$ cat src/hw/imc_pkg.sv
package imc_pkg;

   // ----------------------------------------------------------------
   // widths and sources
   // ----------------------------------------------------------------
   localparam int IMC_DW   = 8;
   localparam int IMC_NSRC = 5;

   // ----------------------------------------------------------------
   // first control byte: global enable, per-source enables, flags
   // ----------------------------------------------------------------
   localparam int IMC_F_GIE  = 0;
   localparam int IMC_F_EXTE = 1;
   localparam int IMC_F_T0E  = 2;
   localparam int IMC_F_T1E  = 3;
   localparam int IMC_F_EXTF = 4;
   localparam int IMC_F_T0F  = 5;
   localparam int IMC_F_T1F  = 6;
   localparam logic [IMC_DW-1:0] IMC_FIRST_MASK  = 8'h7f;  // bit 7 unimplemented
   localparam logic [IMC_DW-1:0] IMC_FIRST_RESET = 8'h00;

   // ----------------------------------------------------------------
   // second control byte: time base and converter
   // ----------------------------------------------------------------
   localparam int IMC_S_TBE  = 0;
   localparam int IMC_S_ADE  = 1;
   localparam int IMC_S_TBF  = 4;
   localparam int IMC_S_ADF  = 5;
   localparam logic [IMC_DW-1:0] IMC_SECOND_MASK  = 8'h33;
   localparam logic [IMC_DW-1:0] IMC_SECOND_RESET = 8'h00;

   // ----------------------------------------------------------------
   // vector addresses
   // ----------------------------------------------------------------
   localparam logic [IMC_DW-1:0] IMC_VEC_EXT  = 8'h04;
   localparam logic [IMC_DW-1:0] IMC_VEC_T0   = 8'h08;
   localparam logic [IMC_DW-1:0] IMC_VEC_T1   = 8'h0c;
   localparam logic [IMC_DW-1:0] IMC_VEC_TB   = 8'h10;
   localparam logic [IMC_DW-1:0] IMC_VEC_ADC  = 8'h14;
   localparam logic [IMC_DW-1:0] IMC_VEC_NONE = 8'h00;

   // ----------------------------------------------------------------
   // carriers
   // ----------------------------------------------------------------
   // one bit per source, highest priority in the top bit
   typedef struct packed {
      logic ext;
      logic t0;
      logic t1;
      logic tb;
      logic adc;
   } imc_src_t;

   typedef struct packed {
      logic              we_first;
      logic              we_second;
      logic [IMC_DW-1:0] wdata;
   } imc_wr_t;

   typedef struct packed {
      logic              valid;
      logic [IMC_DW-1:0] addr;
   } imc_call_t;

endpackage

$ cat src/hw/imc_irq_logic.sv
`timescale 1ns/1ps
// Overview of operation
// - timer interrupt taken only with global enable and that timer's enable set
// - timer 0 or 1 overflow sets that timer's request flag
// - accepted timer 0 calls vector 08h, timer 1 calls vector 0ch
// - servicing clears the source flag and the global enable
// - time base interrupt needs global enable and time base enable
// - time base overflow sets the time base request flag
// - accepted time base interrupt calls vector 10h
// - converter interrupt needs global enable and converter enable
// - end of conversion sets the converter request flag
// - accepted converter interrupt calls vector 14h
// - no vectoring while the stack is full; requests wait
// - set flags stay set until serviced or cleared by software
// - every source can wake the core from power-down
// - entry saves only the program counter, nothing else
// - simultaneous requests go external, timer 0, timer 1, time base, converter
// - requests are still recorded while the global enable is clear
// - requests between two phase-two rises are serviced at the later rise
module imc_irq_logic
(
   // clock and reset
   input  wire  logic                      clk,
   input  wire  logic                      rst,
   // source events, one-cycle pulses
   input  wire  imc_pkg::imc_src_t         src_event,
   // core timing and state
   input  wire  logic                      machine_phase_two,
   input  wire  logic                      stack_full,
   input  wire  logic                      powered_down,
   // software writes to the two control bytes
   input  wire  imc_pkg::imc_wr_t          sw_wr,
   // control bytes as read back by software
   output logic [imc_pkg::IMC_DW-1:0]      irq_control_first,
   output logic [imc_pkg::IMC_DW-1:0]      irq_control_second,
   // vector call and wake request to the core
   output imc_pkg::imc_call_t              vector_call,
   output logic                            wake_req
);
   import imc_pkg::*;

   // ----------------------------------------------------------------
   // helpers
   // ----------------------------------------------------------------
   // flags gathered from both control bytes
   function automatic imc_src_t flags_of(input logic [IMC_DW-1:0] f, input logic [IMC_DW-1:0] s);
      imc_src_t r;
      r.ext = f[IMC_F_EXTF];
      r.t0  = f[IMC_F_T0F];
      r.t1  = f[IMC_F_T1F];
      r.tb  = s[IMC_S_TBF];
      r.adc = s[IMC_S_ADF];
      return r;
   endfunction

   // per-source enables gathered from both control bytes
   function automatic imc_src_t enables_of(input logic [IMC_DW-1:0] f, input logic [IMC_DW-1:0] s);
      imc_src_t r;
      r.ext = f[IMC_F_EXTE];
      r.t0  = f[IMC_F_T0E];
      r.t1  = f[IMC_F_T1E];
      r.tb  = s[IMC_S_TBE];
      r.adc = s[IMC_S_ADE];
      return r;
   endfunction

   // fixed priority pick, one-hot result
   function automatic imc_src_t first_set(input imc_src_t p);
      imc_src_t r;
      r     = '0;
      if (p.ext) begin
         r.ext = 1'b1;
      end else if (p.t0) begin
         r.t0 = 1'b1;
      end else if (p.t1) begin
         r.t1 = 1'b1;
      end else if (p.tb) begin
         r.tb = 1'b1;
      end else if (p.adc) begin
         r.adc = 1'b1;
      end
      return r;
   endfunction

   // vector of a one-hot selection
   function automatic logic [IMC_DW-1:0] vec_of(input imc_src_t s);
      logic [IMC_DW-1:0] v;
      v = IMC_VEC_NONE;
      if (s.ext) begin
         v = IMC_VEC_EXT;
      end else if (s.t0) begin
         v = IMC_VEC_T0;
      end else if (s.t1) begin
         v = IMC_VEC_T1;
      end else if (s.tb) begin
         v = IMC_VEC_TB;
      end else if (s.adc) begin
         v = IMC_VEC_ADC;
      end
      return v;
   endfunction

   // ----------------------------------------------------------------
   // state
   // ----------------------------------------------------------------
   logic [IMC_DW-1:0] first_r;
   logic [IMC_DW-1:0] first_nxt;
   logic [IMC_DW-1:0] second_r;
   logic [IMC_DW-1:0] second_nxt;
   logic              phase_prev_r;
   imc_call_t         call_r;
   imc_call_t         call_nxt;
   logic              wake_r;
   logic              wake_nxt;

   imc_src_t          flags;
   imc_src_t          enables;
   imc_src_t          pending;
   imc_src_t          sel;
   imc_src_t          flags_nxt;
   logic              phase_rise;
   logic              take;

   // ----------------------------------------------------------------
   // acceptance decision
   // ----------------------------------------------------------------
   // service is only decided on a phase-two rise, so anything that
   // came in since the previous rise is weighed together
   always_comb begin
      flags      = flags_of(first_r, second_r);
      enables    = enables_of(first_r, second_r);
      pending    = flags & enables;
      sel        = first_set(pending);
      phase_rise = machine_phase_two & ~phase_prev_r;
      take       = phase_rise & first_r[IMC_F_GIE] & (|pending) & ~stack_full;
   end

   // ----------------------------------------------------------------
   // control bytes
   // ----------------------------------------------------------------
   // order: service clears, then software write, then hardware sets,
   // so an event in the cycle of its clear is never lost
   always_comb begin
      first_nxt  = first_r;
      second_nxt = second_r;
      if (take) begin
         first_nxt[IMC_F_GIE] = 1'b0;
      end
      if (sw_wr.we_first) begin
         first_nxt = sw_wr.wdata & IMC_FIRST_MASK;
      end
      if (sw_wr.we_second) begin
         second_nxt = sw_wr.wdata & IMC_SECOND_MASK;
      end
      flags_nxt = flags_of(first_nxt, second_nxt);
      if (take && !sw_wr.we_first && !sw_wr.we_second) begin
         flags_nxt = flags_nxt & ~sel;
      end else if (take) begin
         // a write in the same cycle already decided the flag bits it covers
         flags_nxt.ext = flags_nxt.ext & ~(sel.ext & ~sw_wr.we_first);
         flags_nxt.t0  = flags_nxt.t0 & ~(sel.t0 & ~sw_wr.we_first);
         flags_nxt.t1  = flags_nxt.t1 & ~(sel.t1 & ~sw_wr.we_first);
         flags_nxt.tb  = flags_nxt.tb & ~(sel.tb & ~sw_wr.we_second);
         flags_nxt.adc = flags_nxt.adc & ~(sel.adc & ~sw_wr.we_second);
      end
      // sets are independent of any enable, so they also record while blocked
      flags_nxt                = flags_nxt | src_event;
      first_nxt[IMC_F_EXTF]    = flags_nxt.ext;
      first_nxt[IMC_F_T0F]     = flags_nxt.t0;
      first_nxt[IMC_F_T1F]     = flags_nxt.t1;
      second_nxt[IMC_S_TBF]    = flags_nxt.tb;
      second_nxt[IMC_S_ADF]    = flags_nxt.adc;
   end

   // ----------------------------------------------------------------
   // call and wake outputs
   // ----------------------------------------------------------------
   // the core only pushes its program counter; no other state is saved
   always_comb begin
      call_nxt.valid = take;
      call_nxt.addr  = take ? vec_of(sel) : IMC_VEC_NONE;
      wake_nxt       = powered_down & (|pending);
   end

   // registers
   always_ff @(posedge clk or posedge rst) begin
      if (rst) begin
         first_r      <= IMC_FIRST_RESET;
         second_r     <= IMC_SECOND_RESET;
         phase_prev_r <= 1'b0;
         call_r       <= '0;
         wake_r       <= 1'b0;
      end else begin
         first_r      <= first_nxt;
         second_r     <= second_nxt;
         phase_prev_r <= machine_phase_two;
         call_r       <= call_nxt;
         wake_r       <= wake_nxt;
      end
   end

   assign irq_control_first  = first_r;
   assign irq_control_second = second_r;
   assign vector_call        = call_r;
   assign wake_req           = wake_r;
endmodule

$ cat config.mk
export PLATFORM = sky130hd
export DESIGN_NAME = imc_irq_logic
export DESIGN_NICKNAME = d
export VERILOG_FILES = /design/src/hw/imc_pkg.sv /design/src/hw/imc_irq_logic.sv
export SDC_FILE = /design/constraint.sdc
export NUM_CORES = 1
export LEC_CHECK = 0
export ABC_CLOCK_PERIOD_IN_PS = 1300
export BUFFER_PORTS_ARGS = -buffer_cell sky130_fd_sc_hd__clkbuf_2
export CORE_ASPECT_RATIO = 0.9
export CORE_MARGIN = 8
export CORE_UTILIZATION = 40
export DETAILED_ROUTE_END_ITERATION = 8
export PLACE_DENSITY = 0.73
export SLEW_MARGIN = 10
export SYNTH_ARGS = -nofsm -noshare
export SYNTH_HDL_FRONTEND = slang
export SYNTH_SLANG_ARGS = --single-unit
$ cat constraint.sdc
create_clock -name clk -period 1.3 [get_ports clk]
set_input_delay 0.065 -clock clk [delete_from_list [all_inputs] [get_ports clk]]
set_output_delay 0.065 -clock clk [all_outputs]
set_load 0.02 [all_outputs]
==> results.yml <==
run_status:
  status: "complete, no violations"
grt:
  grt.overflow.total: 0
  grt_max_degree: 18
  antenna_found_initial: 0
  track_usage_pct: 11.4
  grt_pass1_wl_um: 3510
  grt_pass1_vias: 763
place:
  io_buffers: 34
  gp_congestion: 0.714
  place_area_um2: 975
  dp_cells: 130
clocking:
  cts_sinks: 17
  post_cts_resized: 0
  postCtsSetupRepairBufs: 0
  clk_latency_ns: 0.29
  cts_max_level: 1
  clk_pin_slew_ns: 0.09
  tritoncts: "built"
  numCtsBuffers: 3
  clockRootBuffer: "clkbuf_4"
  clockBufferDepth: 2
logic_synthesis:
  yosys-top-cells-area: "dfrtp_1, buf_4, nand2_1"
  async_flop_share_pct: 100
  synth-seq-area-share_pct: 51.6
  yosysTopAreaCell: "dfrtp_1"
  synth-edff-count: 0
  yosysMostFrequentCell: "dfrtp_1"
  yosysWarnings: 0
  synth_common_cells: "dfrtp_1, buf_4, nand2_1"
  synth-seq-cells: 17
  synth-main-ff-cell: "dfrtp_1"
  synth_cells: 74
  netlist_area_um2: 825
  syn_avg_cell_area_um2: 11.1
  synth_top_area_share_pct: 51.6
  ys_types: 26
floorplan:
  start_util_pct: 42.7
  ioPinCount: 46
  die_h_um: 59.1
  coreArea_mm2: 0.00193
  std_cell_rows: 15
  die_x_um: 63.9
  die-area_mm2: 0.00377
drt:
  vias: 666
  drc: 0
  drtAntennaViolNets: 0
  drtIter0Drc: 10
  via_per_inst: 4.63
  wl_um: 2010
  first_pass_iters: 4
  post_drt_wl_per_cell_um: 13.9
flow_run:
  maxCapViolCount: 0
setup_path:
  crit_chain: "and4bb_2, nand3_2, nor3_1, o21bai_1"
  cp_slowest_cell: "and4bb_2"
  crit_path_end_kind: "flip-flop"
  crit_path_max_incr_delay_ns: 0.37
  crit_path_max_fanout: 6
  arrival_ns: 1.38
  startpoint_type: "flip-flop"
  critPathTopFamily: "simple AND/OR/NAND/NOR gates"
  crit_required_ns: 1.49
  criticalPathCategory: "reg2reg"
  cp.buffers_inverters: 0
sta:
  fin_skew_ns: 0.00257
  rsz0062_at_grt: "false"
  fin_hold_ws_ns: 0.0136
  tightestPinTransition_ns: 0.615
  period_share_pct: 91.9
  setup_tns_ns: 0
  period_minus_slack_ns: 1.19
  setup_viol: 0
  hold_viol_final: 0
  slew_viol_final: 0
  max_freq_ghz: 0.837
  relSlewSlack_pct: 59.0
power:
  p_int_mw: 0.792
  ir_drop_mv: 0.768
  netSwitchingFraction_pct: 31.1
  power_density_mw_per_mm2: 1040
  pwr-share-comb_pct: 23.0
  p_switching_mw: 0.357
  power.leakage_nw: 0.562
  p_clk_share_pct: 24.3
  power.share.sequential_pct: 52.7
finish:
  nets: 140
  syn2layout_area_growth_pct: 33.5
  drive_gt1_share_pct: 39.5
  diodes: 0
  stdcell_count: 144
  stdcell_area_mm2: 0.00110
worst_hold_path:
  hold_class: "in2reg"
-- stage by stage --
| step | setup slack (ns) | total power [mW] | util [%] |
|---|---|---|---|
| global placement | 0.135 | 0.849 | 50.4 |
| floorplan | 0.144 | 0.793 | - |
| global route | 0.0295 | 1.21 | 57.0 |
| CTS | 0.112 | 1.16 | 57.0 |
| finish | 0.106 | 1.15 | 57.0 |
| detailed placement | 0.123 | 0.858 | 50.4 |
-- timing repair --
action,4_1_cts,5_1_grt
hold buffers,10,0
setup endpoints to repair,0,0
endpoints found under the hold margin,26,0
-- cell type report --
cell class	instances	area (um^2)
fill	184	832
inverter	1	3.75
tap	25	31.3
multi-input combinational	53	344
clock buffer	4	26.3
sequential	17	425
timing repair buffer	44	270
-- metal layers --
metal  GRT usage, %  share of wire [%]
met5              0                  0
met4           4.76                1.6
met3           3.02                7.6
met2           19.6                 48
met1           13.0                 43
-- kinds of logic after synthesis --
| group | count (synthesis) | share of synthesized area [%] |
|---|---|---|
| AND/OR/NAND/NOR | 22 | 14.7 |
| flip-flops | 17 | 51.6 |
| AO/OA/AOI/OAI | 14 | 13.2 |
| buffers and inverters | 13 | 10.8 |
| multiplexers | 7 | 9.26 |
| other | 1 | 0.455 |
-- power groups by stage --
stage | clock (mW) | combinational (mW) | sequential [mW]
finish | 0.279 | 0.264 | 0.605
global route | 0.312 | 0.290 | 0.612
CTS | 0.291 | 0.267 | 0.605
detailed placement | 0 | 0.242 | 0.616
global placement | 0 | 0.237 | 0.612
floorplan | 0 | 0.142 | 0.651
-- sequential cells by signal, summed over array words and instances (netlist names) --
signal / cells
vector_call: 4
phase_prev_r: 1
wake_req: 1
irq_control_first: 7
irq_control_second: 4
-- worst register-to-register path, stage by stage (launching register included) --
cell and delay, ns:
dfrtp_1 0.36, and4bb_2 0.37, nand3_2 0.10, nor3_1 0.17, o21bai_1 0.08
-- path summary, 6_finish.rpt --
kind / cells after the start / slack, ns / start / end
setup / recovery: 4 / 0.11 / phase_prev_r$_DFF_PP0_ / irq_control_second[4]$_DFF_PP0_
hold / removal: 3 / 0.01 / sw_wr[6] / irq_control_first[6]$_DFF_PP0_
setup reg to reg: 4 / 0.11 / phase_prev_r$_DFF_PP0_ / irq_control_second[4]$_DFF_PP0_
hold reg to reg: 2 / 0.57 / irq_control_first[0]$_DFFE_PP0P_ / irq_control_first[0]$_DFFE_PP0P_
max in group asynchronous: 3 / 0.53 / rst / irq_control_first[3]$_DFFE_PP0P_
min in group asynchronous: 3 / 0.37 / rst / vector_call[2]$_DFF_PP0_
-- layout by cell type (no fill, tap or decap), types with 3 or more instances in the layout --
master	netlist	final
clkbuf_2	0	34
dfrtp_1	17	17
conb_1	1	10
dlygate4sd3_1	0	10
nand2_1	9	9
o21ai_1	4	4
mux2_1	3	3
a21oi_1	3	3
clkbuf_4	0	3
No activity file was read; power rests on OpenSTA's default activity.
